## src/shared/lbft_defs.svh

```systemverilog
`ifndef LBFT_DEFS_SVH
`define LBFT_DEFS_SVH

// Register indexes; byte address is four times the index.
`define LBFT_IDX_RED_TIMES     6'h01
`define LBFT_IDX_RED_CYCLE     6'h02
`define LBFT_IDX_GREEN_TIMES   6'h03
`define LBFT_IDX_GREEN_CYCLE   6'h04
`define LBFT_IDX_BLUE_TIMES    6'h05
`define LBFT_IDX_BLUE_CYCLE    6'h06
`define LBFT_IDX_FLASH_CTRL    6'h10
`define LBFT_IDX_SEQ_CTRL      6'h11
`define LBFT_IDX_OUT_CTRL      6'h12
`define LBFT_IDX_STATUS        6'h13

// Cycle register fields.
`define LBFT_CYC_EN_BIT        3
// Sequencer control fields.
`define LBFT_SEQ_START_BIT     3
// Flash control fields.
`define LBFT_FL_EN_BIT         0
`define LBFT_FL_SAFETY_BIT     1
`define LBFT_FL_DUR_LSB        2
`define LBFT_FL_CUR_LSB        6
`define LBFT_FL_PWM_BIT        5
// Output control fields (own register).
`define LBFT_OC_SW_LSB         0
`define LBFT_OC_SEL_LSB        3
`define LBFT_OC_EXTSYNC_BIT    5

`define LBFT_SEL_BLINK         2'h1
`define LBFT_DUR_FOLLOW        2'h3

// Timing: internal timebase 5 MHz, blink/flash resolution 1 ms.
`define LBFT_TB_HZ             5000000
`define LBFT_CLK_HZ            10000000
`define LBFT_TICK_US           1000
`define LBFT_INT_DIV           ((`LBFT_CLK_HZ / `LBFT_TB_HZ))
`define LBFT_TB_PER_TICK       ((`LBFT_TB_HZ / 1000000) * `LBFT_TICK_US)
`define LBFT_FLASH1_MS         200
`define LBFT_FLASH2_MS         400
`define LBFT_FLASH3_MS         600
`define LBFT_SAFETY_MS         1200
`define LBFT_RESET_CTRL        8'h00

`endif

```

## src/shared/lbft_pkg.sv

```systemverilog
package lbft_pkg;
    typedef struct packed {
        logic [3:0] on_code;
        logic [3:0] off_code;
        logic       enable;
        logic [2:0] period;
    } lbft_chan_cfg_t;

    typedef struct packed {
        logic [1:0] level;
        logic       on;
        logic       full;
        logic       pwm_en;
    } lbft_flash_out_t;

    typedef enum logic [3:0] {
        LBFT_FL_OFF   = 4'b0001,
        LBFT_FL_VIEW  = 4'b0010,
        LBFT_FL_FIRE  = 4'b0100,
        LBFT_FL_SPENT = 4'b1000
    } lbft_flash_st_t;
endpackage

```

## src/logic/lbft_core.sv

```systemverilog
`include "lbft_defs.svh"

module lbft_core
    import lbft_pkg::*;
#(
    parameter int TB_PER_TICK = `LBFT_TB_PER_TICK
) (
    input  wire logic        clk_i,
    input  wire logic        rst_i,
    input  wire logic        cyc_i,
    input  wire logic        stb_i,
    input  wire logic        we_i,
    input  wire logic [7:0]  adr_i,
    input  wire logic [3:0]  sel_i,
    input  wire logic [31:0] dat_i,
    output logic [31:0]      dat_o,
    output logic             ack_o,
    output logic             err_o,
    input  wire logic        sync_pin_i,
    input  wire logic        flash_trigger_i,
    output logic [2:0]       color_out_o,
    output lbft_flash_out_t  flash_o
);
    logic [7:0]      red_blink_times_r;
    logic [7:0]      red_blink_cycle_r;
    logic [7:0]      green_blink_times_r;
    logic [7:0]      green_blink_cycle_r;
    logic [7:0]      blue_blink_times_r;
    logic [7:0]      blue_blink_cycle_r;
    logic [7:0]      flash_control_r;
    logic [7:0]      sequencer_control_r;
    logic [7:0]      output_control_r;
    logic [31:0]     rdata_nxt;
    logic            hit;
    logic            req;
    logic            wr;
    logic            tick;
    logic            run;
    logic [2:0]      blink;
    logic [7:0]      times   [3];
    logic [7:0]      cycles  [3];
    lbft_flash_st_t  fl_st_r;
    lbft_flash_st_t  fl_st_nxt;
    logic [10:0]     fl_cnt_r;
    logic [10:0]     fl_limit;
    logic            trig1_r;
    logic            trig2_r;
    logic            trig3_r;
    logic            trig_rise;
    logic            fl_en;
    logic            fl_en_prev_r;
    logic            safety_trip;
    logic [1:0]      fl_dur;

    assign req = cyc_i & stb_i;
    assign wr  = req & we_i & ~ack_o & sel_i[0];

    function automatic logic reg_hit(input logic [5:0] idx);
        unique case (idx)
            `LBFT_IDX_RED_TIMES, `LBFT_IDX_RED_CYCLE,
            `LBFT_IDX_GREEN_TIMES, `LBFT_IDX_GREEN_CYCLE,
            `LBFT_IDX_BLUE_TIMES, `LBFT_IDX_BLUE_CYCLE,
            `LBFT_IDX_FLASH_CTRL, `LBFT_IDX_SEQ_CTRL,
            `LBFT_IDX_OUT_CTRL, `LBFT_IDX_STATUS: reg_hit = 1'b1;
            default: reg_hit = 1'b0;
        endcase
    endfunction

    assign hit = reg_hit(adr_i[7:2]) && (adr_i[1:0] == 2'h0);

    // One wait-free cycle: ack or err in the cycle after the request.
    always_ff @(posedge clk_i) begin
        if (rst_i) begin
            ack_o <= 1'b0;
            err_o <= 1'b0;
        end else begin
            ack_o <= req & hit & ~ack_o & ~err_o;
            err_o <= req & ~hit & ~ack_o & ~err_o;
        end
    end

    always_ff @(posedge clk_i) begin
        if (rst_i) begin
            red_blink_times_r   <= `LBFT_RESET_CTRL;
            red_blink_cycle_r   <= `LBFT_RESET_CTRL;
            green_blink_times_r <= `LBFT_RESET_CTRL;
            green_blink_cycle_r <= `LBFT_RESET_CTRL;
            blue_blink_times_r  <= `LBFT_RESET_CTRL;
            blue_blink_cycle_r  <= `LBFT_RESET_CTRL;
            flash_control_r     <= `LBFT_RESET_CTRL;
            sequencer_control_r <= `LBFT_RESET_CTRL;
            output_control_r    <= `LBFT_RESET_CTRL;
        end else if (wr && hit) begin
            unique case (adr_i[7:2])
                `LBFT_IDX_RED_TIMES:   red_blink_times_r   <= dat_i[7:0];
                `LBFT_IDX_RED_CYCLE:   red_blink_cycle_r   <= dat_i[7:0];
                `LBFT_IDX_GREEN_TIMES: green_blink_times_r <= dat_i[7:0];
                `LBFT_IDX_GREEN_CYCLE: green_blink_cycle_r <= dat_i[7:0];
                `LBFT_IDX_BLUE_TIMES:  blue_blink_times_r  <= dat_i[7:0];
                `LBFT_IDX_BLUE_CYCLE:  blue_blink_cycle_r  <= dat_i[7:0];
                `LBFT_IDX_FLASH_CTRL:  flash_control_r     <= dat_i[7:0];
                `LBFT_IDX_SEQ_CTRL:    sequencer_control_r <= dat_i[7:0];
                `LBFT_IDX_OUT_CTRL:    output_control_r    <= dat_i[7:0];
                default: ;
            endcase
        end
    end

    always_comb begin
        rdata_nxt = 32'h0000_0000;
        unique case (adr_i[7:2])
            `LBFT_IDX_RED_TIMES:   rdata_nxt[7:0] = red_blink_times_r;
            `LBFT_IDX_RED_CYCLE:   rdata_nxt[7:0] = red_blink_cycle_r;
            `LBFT_IDX_GREEN_TIMES: rdata_nxt[7:0] = green_blink_times_r;
            `LBFT_IDX_GREEN_CYCLE: rdata_nxt[7:0] = green_blink_cycle_r;
            `LBFT_IDX_BLUE_TIMES:  rdata_nxt[7:0] = blue_blink_times_r;
            `LBFT_IDX_BLUE_CYCLE:  rdata_nxt[7:0] = blue_blink_cycle_r;
            `LBFT_IDX_FLASH_CTRL:  rdata_nxt[7:0] = flash_control_r;
            `LBFT_IDX_SEQ_CTRL:    rdata_nxt[7:0] = sequencer_control_r;
            `LBFT_IDX_OUT_CTRL:    rdata_nxt[7:0] = output_control_r;
            `LBFT_IDX_STATUS:      rdata_nxt[7:0] = {fl_st_r, 1'b0, blink};
            default: ;
        endcase
    end

    always_ff @(posedge clk_i) begin
        if (rst_i) begin
            dat_o <= 32'h0000_0000;
        end else if (req && !we_i && !ack_o) begin
            dat_o <= rdata_nxt;
        end
    end

    lbft_timebase #(
        .TB_PER_TICK (TB_PER_TICK)
    ) u_timebase (
        .clk_i      (clk_i),
        .rst_i      (rst_i),
        .ext_sel_i  (output_control_r[`LBFT_OC_EXTSYNC_BIT]),
        .sync_pin_i (sync_pin_i),
        .tick_o     (tick)
    );

    // Enabled channels restart together once the start bit and the blink output select are both set.
    assign run = sequencer_control_r[`LBFT_SEQ_START_BIT] &&
                 (output_control_r[`LBFT_OC_SEL_LSB +: 2] ==
                  `LBFT_SEL_BLINK);

    assign times[0]  = red_blink_times_r;
    assign times[1]  = green_blink_times_r;
    assign times[2]  = blue_blink_times_r;
    assign cycles[0] = red_blink_cycle_r;
    assign cycles[1] = green_blink_cycle_r;
    assign cycles[2] = blue_blink_cycle_r;

    for (genvar ch = 0; ch < 3; ch++) begin : g_chan
        lbft_chan_cfg_t cfg;
        assign cfg.on_code  = times[ch][7:4];
        assign cfg.off_code = times[ch][3:0];
        assign cfg.enable   = cycles[ch][`LBFT_CYC_EN_BIT];
        assign cfg.period   = cycles[ch][2:0];

        lbft_blink_chan u_chan (
            .clk_i   (clk_i),
            .rst_i   (rst_i),
            .tick_i  (tick),
            .run_i   (run && cfg.enable),
            .cfg_i   (cfg),
            .blink_o (blink[ch])
        );

        // Without blinking the switch bit alone sets the output.
        always_ff @(posedge clk_i) begin
            if (rst_i) begin
                color_out_o[ch] <= 1'b0;
            end else begin
                color_out_o[ch] <= output_control_r[`LBFT_OC_SW_LSB + ch] &&
                                   (!(run && cfg.enable) || blink[ch]);
            end
        end
    end

    always_ff @(posedge clk_i) begin
        if (rst_i) begin
            trig1_r <= 1'b0;
            trig2_r <= 1'b0;
            trig3_r <= 1'b0;
        end else begin
            trig1_r <= flash_trigger_i;
            trig2_r <= trig1_r;
            trig3_r <= trig2_r;
        end
    end

    assign trig_rise = trig2_r & ~trig3_r;
    assign fl_en     = flash_control_r[`LBFT_FL_EN_BIT];
    assign fl_dur    = flash_control_r[`LBFT_FL_DUR_LSB +: 2];

    always_comb begin
        unique case (fl_dur)
            2'h0: fl_limit = 11'(`LBFT_FLASH1_MS);
            2'h1: fl_limit = 11'(`LBFT_FLASH2_MS);
            2'h2: fl_limit = 11'(`LBFT_FLASH3_MS);
            2'h3: fl_limit = 11'(`LBFT_SAFETY_MS);
        endcase
    end

    assign safety_trip = (fl_dur == `LBFT_DUR_FOLLOW) &&
                         flash_control_r[`LBFT_FL_SAFETY_BIT] &&
                         (fl_cnt_r >= fl_limit);

    always_comb begin
        fl_st_nxt = fl_st_r;
        unique case (fl_st_r)
            LBFT_FL_OFF: begin
                if (fl_en && !fl_en_prev_r) begin
                    fl_st_nxt = LBFT_FL_VIEW;
                end
            end
            LBFT_FL_VIEW: begin
                if (!fl_en) begin
                    fl_st_nxt = LBFT_FL_OFF;
                end else if (trig_rise) begin
                    fl_st_nxt = LBFT_FL_FIRE;
                end
            end
            LBFT_FL_FIRE: begin
                if (!fl_en) begin
                    fl_st_nxt = LBFT_FL_OFF;
                end else if (fl_dur == `LBFT_DUR_FOLLOW) begin
                    if (!trig2_r || safety_trip) begin
                        fl_st_nxt = LBFT_FL_SPENT;
                    end
                end else if (fl_cnt_r >= fl_limit) begin
                    fl_st_nxt = LBFT_FL_SPENT;
                end
            end
            LBFT_FL_SPENT: begin
                if (!fl_en) begin
                    fl_st_nxt = LBFT_FL_OFF;
                end
            end
        endcase
    end

    always_ff @(posedge clk_i) begin
        if (rst_i) begin
            fl_st_r      <= LBFT_FL_OFF;
            fl_en_prev_r <= 1'b0;
        end else begin
            fl_st_r      <= fl_st_nxt;
            fl_en_prev_r <= fl_en;
        end
    end

    always_ff @(posedge clk_i) begin
        if (rst_i || fl_st_r != LBFT_FL_FIRE) begin
            fl_cnt_r <= 11'h000;
        end else if (tick && fl_cnt_r != 11'h7ff) begin
            fl_cnt_r <= fl_cnt_r + 11'h001;
        end
    end

    always_ff @(posedge clk_i) begin
        if (rst_i) begin
            flash_o <= '0;
        end else begin
            flash_o.on     <= (fl_st_nxt == LBFT_FL_VIEW) ||
                              (fl_st_nxt == LBFT_FL_FIRE);
            flash_o.full   <= (fl_st_nxt == LBFT_FL_FIRE);
            flash_o.level  <= (fl_st_nxt == LBFT_FL_FIRE) ? 2'h3 :
                              flash_control_r[`LBFT_FL_CUR_LSB +: 2];
            flash_o.pwm_en <= flash_control_r[`LBFT_FL_PWM_BIT];
        end
    end
endmodule // lbft_core

```

## src/logic/lbft_timebase.sv

```systemverilog
`include "lbft_defs.svh"

// Selects internal or external timebase and produces a 1 ms tick pulse.
module lbft_timebase
    import lbft_pkg::*;
#(
    parameter int TB_PER_TICK = `LBFT_TB_PER_TICK
) (
    input  wire logic clk_i,
    input  wire logic rst_i,
    input  wire logic ext_sel_i,
    input  wire logic sync_pin_i,
    output logic      tick_o
);
    logic        s1_r;
    logic        s2_r;
    logic        s3_r;
    logic        int_r;
    logic        tb_edge;
    logic [15:0] cnt_r;

    always_ff @(posedge clk_i) begin
        if (rst_i) begin
            s1_r <= 1'b0;
            s2_r <= 1'b0;
            s3_r <= 1'b0;
        end else begin
            s1_r <= sync_pin_i;
            s2_r <= s1_r;
            s3_r <= s2_r;
        end
    end

    // Internal 5 MHz is half the system clock.
    always_ff @(posedge clk_i) begin
        if (rst_i) begin
            int_r <= 1'b0;
        end else begin
            int_r <= ~int_r;
        end
    end

    // An external clock near 5 MHz is undersampled; its rate sets timing.
    assign tb_edge = ext_sel_i ? (s2_r & ~s3_r) : int_r;

    always_ff @(posedge clk_i) begin
        if (rst_i) begin
            cnt_r  <= 16'h0000;
            tick_o <= 1'b0;
        end else begin
            tick_o <= 1'b0;
            if (tb_edge) begin
                if (cnt_r == 16'(TB_PER_TICK - 1)) begin
                    cnt_r  <= 16'h0000;
                    tick_o <= 1'b1;
                end else begin
                    cnt_r <= cnt_r + 16'h0001;
                end
            end
        end
    end
endmodule // lbft_timebase

```

## src/logic/lbft_blink_chan.sv

```systemverilog
`include "lbft_defs.svh"

// One colour channel blink generator, counting 1 ms ticks.
module lbft_blink_chan
    import lbft_pkg::*;
(
    input  wire logic           clk_i,
    input  wire logic           rst_i,
    input  wire logic           tick_i,
    input  wire logic           run_i,
    input  wire lbft_chan_cfg_t cfg_i,
    output logic                blink_o
);
    logic [12:0] pos_r;
    logic [12:0] period;
    logic [12:0] off_t;
    logic [12:0] on_t;
    logic [13:0] on_end;

    function automatic logic [9:0] share_pm(input logic [3:0] c);
        unique case (c)
            4'h0: share_pm = 10'd0;
            4'h1: share_pm = 10'd10;
            4'h2: share_pm = 10'd25;
            4'h3: share_pm = 10'd50;
            4'h4: share_pm = 10'd75;
            4'h5: share_pm = 10'd100;
            4'h6: share_pm = 10'd150;
            4'h7: share_pm = 10'd200;
            4'h8: share_pm = 10'd300;
            4'h9: share_pm = 10'd400;
            4'ha: share_pm = 10'd500;
            4'hb: share_pm = 10'd600;
            4'hc: share_pm = 10'd700;
            4'hd: share_pm = 10'd800;
            4'he: share_pm = 10'd900;
            4'hf: share_pm = 10'd1000;
        endcase
    endfunction

    // Period in ticks. Shares truncate to whole ticks, so the 100, 250 and 500 ms
    // periods lose up to one tick per window.
    function automatic logic [12:0] period_ms(input logic [2:0] c);
        unique case (c)
            3'h0: period_ms = 13'd100;
            3'h1: period_ms = 13'd250;
            3'h2: period_ms = 13'd500;
            3'h3: period_ms = 13'd1000;
            3'h4: period_ms = 13'd2000;
            3'h5: period_ms = 13'd3000;
            3'h6: period_ms = 13'd4000;
            3'h7: period_ms = 13'd5000;
        endcase
    endfunction

    function automatic logic [12:0] scale(input logic [12:0] p,
                                          input logic [9:0]  pm);
        logic [22:0] prod;
        prod  = 23'(p) * 23'(pm);
        scale = 13'(prod / 23'd1000);
    endfunction

    assign period = period_ms(cfg_i.period);
    assign off_t  = scale(period, share_pm(cfg_i.off_code));
    assign on_t   = scale(period, share_pm(cfg_i.on_code));
    // ON window is cut at the period end while OFF keeps its length.
    assign on_end = (14'(off_t) + 14'(on_t) > 14'(period)) ?
                    14'(period) : 14'(off_t) + 14'(on_t);

    always_ff @(posedge clk_i) begin
        if (rst_i || !run_i) begin
            pos_r <= 13'h0000;
        end else if (tick_i) begin
            if (pos_r >= period - 13'd1) begin
                pos_r <= 13'h0000;
            end else begin
                pos_r <= pos_r + 13'd1;
            end
        end
    end

    always_ff @(posedge clk_i) begin
        if (rst_i) begin
            blink_o <= 1'b0;
        end else begin
            blink_o <= run_i && (pos_r >= off_t) &&
                       (14'(pos_r) < on_end);
        end
    end
endmodule // lbft_blink_chan

```

## config.mk

```make
export PLATFORM = sky130hd
export DESIGN_NAME = lbft_core
export DESIGN_NICKNAME = d
export VERILOG_FILES = /design/src/shared/lbft_pkg.sv /design/src/logic/lbft_core.sv /design/src/logic/lbft_timebase.sv /design/src/logic/lbft_blink_chan.sv
export VERILOG_INCLUDE_DIRS = /design/src /design/src/shared
export SDC_FILE = /design/constraint.sdc
export NUM_CORES = 2
export LEC_CHECK = 0
export BUFFER_PORTS_ARGS = -buffer_cell sky130_fd_sc_hd__buf_4
export CAP_MARGIN = 20
export CORE_UTILIZATION = 55
export CTS_CLUSTER_DIAMETER = 100
export DETAILED_ROUTE_END_ITERATION = 10
export PLACE_DENSITY = 0.82
export REMOVE_ABC_BUFFERS = 1
export SYNTH_ARGS = -nofsm -noshare
export SYNTH_HDL_FRONTEND = slang
export SYNTH_SLANG_ARGS = --single-unit
export TNS_END_PERCENT = 30
```

## constraint.sdc

```tcl
create_clock -name clk_i -period 27.1 [get_ports clk_i]
set_clock_uncertainty 0.2 [all_clocks]
set_input_delay 2.71 -clock clk_i [delete_from_list [all_inputs] [get_ports clk_i]]
set_output_delay 2.71 -clock clk_i [all_outputs]
set_load 0.01 [all_outputs]
```

== Word level (Yosys, flattened, before mapping) ==
Memory sizes are Yosys's and may differ from the RTL's. A register that Yosys moved wholly into a read port is not among the register bits.
Index checks and enable logic that the tools add are counted.

* Input port bits: 51
* Memory bits (read-only): 1280
* Register bits: 172
* Logic and storage cells: 214
* Memories: 10
* Output and inout bits: 42

* Add/subtract/negate cells: 11
* Divide/modulo/power cells: 6
* Bitwise operators: 19
* $mul: 6
* Equal/unequal tests: 23
* Magnitude comparators: 13
* Mux-type cells: 40
* Reduce and logical (&&, ||, !) cells: 49

{| class="wikitable"
|+ Memory list
! memory !! words !! width !! read ports !! clocked after Yosys merged registers in !! write ports !! RTL line !! source
|-
| (no name shown) || 16 || 10 || 1 || 1 || 0 || lbft_blink_chan.sv:21 || <nowiki>unique case (c)</nowiki>
|-
| (no name shown) || 16 || 10 || 1 || 1 || 0 || lbft_blink_chan.sv:21 ||
|-
| (no name shown) || 16 || 10 || 1 || 1 || 0 || lbft_blink_chan.sv:21 ||
|-
| (no name shown) || 16 || 10 || 1 || 1 || 0 || lbft_blink_chan.sv:21 ||
|-
| (no name shown) || 16 || 10 || 1 || 1 || 0 || lbft_blink_chan.sv:21 ||
|-
| (no name shown) || 16 || 10 || 1 || 1 || 0 || lbft_blink_chan.sv:21 ||
|-
| 4 more memories || n/a || n/a || n/a || n/a || n/a || n/a ||
|}

{| class="wikitable"
|+ Operators with widths
! operator !! number
|-
| $div A23 B10 Y23 const B || 6
|-
| $mul A13 B10 Y23 || 6
|-
| $mux W4 || 20
|-
| $pmux W8 S10 || 1
|-
| $ge A13 B13 Y1 || 6
|-
| $pmux W11 S4 || 1
|-
| $add A13 B13 Y14 || 3
|-
| $gt A14 B13 Y1 || 3
|-
| $lt A13 B14 Y1 || 3
|-
| $mux W14 || 3
|-
| $add A13 B1 Y13 const B || 3
|-
| $mux W13 || 3
|-
| $sub A13 B1 Y13 const B || 3
|-
| $eq A6 B5 Y1 const B || 4
|-
| $logic_and A1 B1 Y1 || 21
|-
| $eq A6 B3 Y1 const B || 3
|-
| $mux W3 || 6
|-
| $reduce_and A2 Y1 || 9
|-
| $add A16 B1 Y16 const B || 1
|-
| $eq A16 B13 Y1 const B || 1
|-
| $mux W16 || 1
|-
| $pmux W4 S4 || 1
|-
| $and A1 B1 Y1 || 12
|-
| $eq A6 B2 Y1 const B || 2
|-
| other kinds (18) || 45
|}

== Logic depth before layout (Yosys ltp) ==
* Depth in word-level cells: 11
* Mapped depth: 110
* Gate-level depth less buffers: 103

== Modules after synthesis ==
From an unflattened synthesis, not the netlist that was laid out.

* Cells, all modules: 8131
* Area total of the unflattened synthesis: 61293.8 um2

{| class="wikitable"
|+ Modules (own cells, without submodules)
! module !! area each (um2) !! instances !! cells an instance
|-
| lbft_blink_chan (g_chan[2].u_chan) || 18656.6 || 1 || 2481
|-
| lbft_blink_chan (g_chan[1].u_chan) || 18427.7 || 1 || 2461
|-
| lbft_blink_chan (g_chan[0].u_chan) || 18038.6 || 1 || 2455
|-
| lbft_core || 5168.7 || 1 || 629
|-
| lbft_timebase || 1002.2 || 1 || 105
|}

== Worst setup path before layout ==
No wires, ideal clock.

* Path kind: register to register
* Start point: reg g_chan[1].u_chan.period[7] (netlist name)
* End point: reg g_chan[1].u_chan.blink_o
* Arrival time: 20.701 ns
* Stages on the path, launching flop included: 100
* Clock period less this slack: 21.015 ns
* Library setup time: 0.115 ns
* Setup slack: 6.085 ns
* Cell sequence: dfxtp_1 > clkbuf_1 > clkbuf_1 > nand2_1 > fa_1 > inv_1 > fa_1 > inv_1 > fa_1 > inv_1 > fa_1 > inv_1 > fa_1 > inv_1 > ha_1 > o21ai_1 > nor2b_1 > inv_2 > [64 not listed] > clkbuf_1 > o21ai_0 > ha_1 > a21o_1 > a21o_1 > a21oi_1 > nor2b_1 > o21ai_0 > nand2b_1 > a21oi_1 > nor2b_1 > o21ai_0 > nand2b_1 > a21oi_1 > nor2b_1 > o21ai_0 > nand2b_1 > a2111oi_0

* Word-level cells in the longest chain between the ends: 7

{| class="wikitable"
|+ Ends and longest elaborated chain
! item !! RTL line !! source
|-
| $mul A13 B10 Y23 || lbft_blink_chan.sv:59 || <nowiki>prod = 23'(p) * 23'(pm);</nowiki>
|-
| $div A23 B10 Y23 || lbft_blink_chan.sv:60 || <nowiki>scale = 13'(prod / 23'd1000);</nowiki>
|-
| $add A13 B13 Y14 || lbft_blink_chan.sv:67, lbft_blink_chan.sv:68 ||
|-
| $gt A14 B13 Y1 || lbft_blink_chan.sv:67 || <nowiki>assign on_end = (14'(off_t) + 14'(on_t) > 14'(period)) ?</nowiki>
|-
| $mux W14 || lbft_blink_chan.sv:67 ||
|-
| $lt A13 B14 Y1 || lbft_blink_chan.sv:87 || <nowiki>(14'(pos_r) < on_end);</nowiki>
|-
| $logic_and A1 B1 Y1 * || lbft_blink_chan.sv:86 || <nowiki>blink_o <= run_i && (pos_r >= off_t) &&</nowiki>
|-
| end signal, assigned || lbft_blink_chan.sv:86 ||
|-
| end, declared || lbft_blink_chan.sv:12 || <nowiki>output logic blink_o</nowiki>
|}

Every way passes the cells marked *; elsewhere a longest branch is shown, timed or not.
A chain may end at the register's enable or synchronous reset.

== Worst setup path after layout ==
* Start point: reg g_chan[0].u_chan.period[2] (netlist name)
* End point: reg g_chan[0].u_chan.blink_o

* Word-level cells in the longest chain between the ends: 7

{| class="wikitable"
|+ Ends and longest elaborated chain
! item !! RTL line
|-
| $mul A13 B10 Y23 || lbft_blink_chan.sv:59
|-
| $div A23 B10 Y23 || lbft_blink_chan.sv:60
|-
| $add A13 B13 Y14 || lbft_blink_chan.sv:67, lbft_blink_chan.sv:68
|-
| $gt A14 B13 Y1 || lbft_blink_chan.sv:67
|-
| $mux W14 || lbft_blink_chan.sv:67
|-
| $lt A13 B14 Y1 || lbft_blink_chan.sv:87
|-
| $logic_and A1 B1 Y1 * || lbft_blink_chan.sv:86
|-
| end signal, assigned || lbft_blink_chan.sv:86
|-
| end, declared || lbft_blink_chan.sv:12
|}

Marked as above.

==> metrics.md <==
| Metric | Value |
|---|---|
| Antenna violations before repair | 3 |
| Arr. time, crit path | 25.22 ns |
| Maximum buffer depth of the clock tree | 3 |
| Clock power share | 50.8% |
| H-tree depth | 1 |
| Post-synthesis register bit count | 268 |
| Max Freq | 39.95 MHz |
| Fraction of the yosys area taken by sequential cells | 8.514% |
| Vias per cell | 6.363 |
| Internal power | 648.7 uW |
| Buffers & Inverters on Critical Path | 8 |
| HPWL after DPL | 131.6 mm |
| Headroom to the max-slew limit | 18.20% |
| Root cell of the clock tree | sky130_fd_sc_hd__clkbuf_16 |
| Die X | 340.5 um |
| Combinational group share of total power | 2.4% |
| Mapped Cells | 8126 |
| Leak pwr | 0.02987 uW |
| Run status | finished clean |
| Max-Cap Viols | 0 |
| Area share of and/or/nand/nor cells after synthesis | 24.28% |
| Unrepaired setup endpoints after global routing | no |
| Number of global-route vias before repair | 57808 |
| Fraction of the mapped netlist area in adder cells | 27.04% |
| Worst flop-to-flop path startpoint | g_chan[0].u_chan.period[2]$_SDFF_PP0_ |
| Total GRT Usage | 28.27% |
| GPL Wtd Cong | 0.9590 |
| Critical path's most frequent cell | sky130_fd_sc_hd__a21oi_1 |
| Post-DR wirelength/cell | 17.98 um |
| Number of buffers inserted by port buffering | 41 |
| Async set or reset register ratio after synthesis | 0% |
| IO Count | 93 |
| Core Region | 113100 sq um |
| Length in cells of the worst reg-to-reg path | 90 |
| Overflow left after global routing | 0 |
| Switching share of total power | 23.14% |
| Hold endpoint | u_timebase.int_r$_SDFF_PP0_ |
| DRC violation count after routing | 0 |
| Insertion delay to the later sink of the worst-skew pair | 0.61 ns |
| Initial cell density of the core | 55.71% |
| Xor-xnor portion of the synthesized cell area | 6.346% |
| Setup violations, final | 0 |
| CP peak stage delay | 1.01 ns |
| Clock transition at the registers of the reported paths | 0.06 ns |
| Critical path class | register to register |
| Synthesized area per cell | 7.755 sq um |
| Post-Syn Area | 63020 sq um |
| Clock tree from TritonCTS | done |
| Min-Delay Startpoint | u_timebase.int_r$_SDFF_PP0_ |
| Compound-gate portion of the synthesized area | 22.69% |
| Ys Warns | 0 |
| Cell class contributing the biggest share of worst-path delay | compound AO/OA/AOI/OAI gates |
| Number of DRC markers after the initial detailed-route iteration | 5094 |
| Share of the cycle needed by the critical path after routing | 92.36% |
| Most frequent standard cell in the layout excluding fill and tap cells | sky130_fd_sc_hd__nand2_1 |
| Transition time at the pin with the least slew margin | 1.218 ns |
| Most frequently used flop master after synthesis | sky130_fd_sc_hd__dfxtp_1 |
| Final Hold Fails | 0 |
| Total number of cells along the worst setup path | 90 |
| Worst hold slack | 0.2155 ns |
| Required time of the worst setup path | 27.29 ns |
| Sequential power share | 46.9% |
| Top library cells by usage in the layout, fill and taps aside | sky130_fd_sc_hd__nand2_1 (890), sky130_fd_sc_hd__inv_1 (630), sky130_fd_sc_hd__ha_1 (593) |
| Power per standard cell area | 12.95 nW/um^2 |
| CP max-delay cell | sky130_fd_sc_hd__dfxtp_1 |
| Global-route wire length before repair | 281.8 mm |
| Number of CTS-inserted buffers | 29 |
| Post-Route Setup TNS | 0 ns |
| Sink count of the clock tree | 268 |
| Net count of the finished layout | 9013 |
| Min Clock Period, post-route | 25.03 ns |
| Dominant combinational cell family by area after synthesis | adder cells |
| Crit. End Element | register |
| Number of search-and-repair iterations in the first detailed-routing pass | 8 |
| Area Growth Syn to Fin | 3.405% |
| Largest fanout of any net on the critical path | 24 |
| Portion of netlist area occupied by mux cells | 4.565% |
| Die height | 340.5 um |
| Internal reg-to-reg setup slack | 2.07 ns |
| Pin count of the biggest net entering global routing | 77 |
| Number of cell rows | 123 |
| Total net switching power | 195.3 uW |
| Worst hold path stage count | 1 |
| Final ANT Viol Nets | 0 |
| Cts-stage hold buffer count | 0 |
| Category of the worst setup path launch point | register |
| Count of unique library cells instantiated by Yosys | 158 |
| Fraction of final layout cells with drive strength greater than 1 | 6.755% |
| DIE AREA | 115900 sq um |
| Antenna diode instance count | 0 |
| Number of synthesized flops with an enable pin | 0 |
| Post-cts repair resize count | 0 |
| Peak supply drop | 0.04279 mV |
| Reg-to-reg endpoint | g_chan[0].u_chan.blink_o$_SDFF_PP0_ |
| Max Slew Vio Count | 0 |
| Total Routed Length | 169.4 mm |
| Number of vias after detailed routing | 59937 |
| Path type of the worst min-delay path | register to register |
| Post-CTS Repair Setup Buffers | 0 |
-- through the flow --
stage,power [uW],instance area [sq um],util [%],setup slack (ns),std cells
floorplan,410.6,61420,-,5.155,7759
global placement,422.9,64100,56.67,3.251,9364
detailed placement,423.3,64100,56.67,2.656,9364
CTS,845.3,65140,57.58,2.675,9417
global route,862.4,65160,57.61,0.4700,9420
finish,844.0,65160,57.61,2.071,9420
-- layout make-up --
class	count	area, sq um
Multi-Input combinational cell	6841	53630
Fill cell	9888	47950
Sequential cell	268	5365
Inverter	650	2449
Tap cell	1500	1877
Timing Repair Buffer	108	814.5
Clock buffer	36	792.0
Clock inverter	17	240.2
-- metal layers --
metal | part of all wire (%) | track usage [%] | vias up
met5 | 0.0077 | 0 | -
met4 | 2.1 | 6.698 | 2
met3 | 7.8 | 4.189 | 319
met2 | 47 | 48.35 | 2218
met1 | 43 | 37.33 | 29084
li1 | - | - | 28314
-- worst max-delay path by stage --
stage | to | from | slack [ns]
CTS | g_chan[2].u_chan.blink_o$_SDFF_PP0_ | g_chan[2].u_chan.period[8]$_SDFF_PP1_ | 2.67
global placement | g_chan[2].u_chan.blink_o$_SDFF_PP0_ | g_chan[2].u_chan.period[8]$_SDFF_PP1_ | 3.25
floorplan | g_chan[1].u_chan.blink_o$_SDFF_PP0_ | g_chan[1].u_chan.period[7]$_SDFF_PP1_ | 5.15
detailed placement | g_chan[0].u_chan.blink_o$_SDFF_PP0_ | g_chan[0].u_chan.period[2]$_SDFF_PP0_ | 2.66
finish | g_chan[0].u_chan.blink_o$_SDFF_PP0_ | g_chan[0].u_chan.period[2]$_SDFF_PP0_ | 2.07
global route | g_chan[2].u_chan.blink_o$_SDFF_PP0_ | g_chan[2].u_chan.period[8]$_SDFF_PP1_ | 0.47
-- synthesized netlist by cell type, drive strengths merged, types with 29 or more instances --
cell type	number	area share, %
a21o	132	1.6
a211oi	104	1.3
ha	593	12
nand3	194	1.6
a31oi	84	1.0
a221oi	37	0.57
a21boi	35	0.44
nand2	899	5.4
o31ai	66	0.95
a311oi	29	0.48
and2	455	4.5
nor4	83	1.1
xor2	145	2.0
xnor2	303	4.3
nand2b	97	0.96
or2	73	0.72
o21a	72	0.86
buf	100	0.94
mux2	53	0.96
or3	62	0.64
fa	471	15
nor2	579	3.5
nor3	180	1.5
a2111oi	38	0.63
o21bai	43	0.52
mux2i	195	3.1
inv	648	3.9
and3	89	0.89
o22ai	60	0.61
o211ai	89	1.1
nand4	105	1.1
dfxtp	268	8.5
a211o	37	0.52
nor2b	88	0.87
o21ai	389	3.2
clkbuf	290	1.7
a21oi	462	3.8
-- kinds of logic after synthesis --
kind of cell,count (synthesis)
AO/OA/AOI/OAI,2015
XOR/XNOR,450
adder cells (fa/ha/maj),1083
buffers and inverters,1040
flip-flops,268
multiplexers,261
other,1
AND/OR/NAND/NOR,3008
-- power by group through the flow --
| stage | logic [uW] | registers [uW] | clock network [uW] |
|---|---|---|---|
| after floorplan | 6.61 | 404 | 0 |
| after global placement | 18.6 | 404 | 0 |
| after detailed placement | 19.0 | 404 | 0 |
| after CTS | 19.1 | 395 | 431 |
| after global routing | 20.9 | 395 | 446 |
| final | 19.8 | 396 | 429 |
Note: power is estimated with default switching activity, not from simulation.
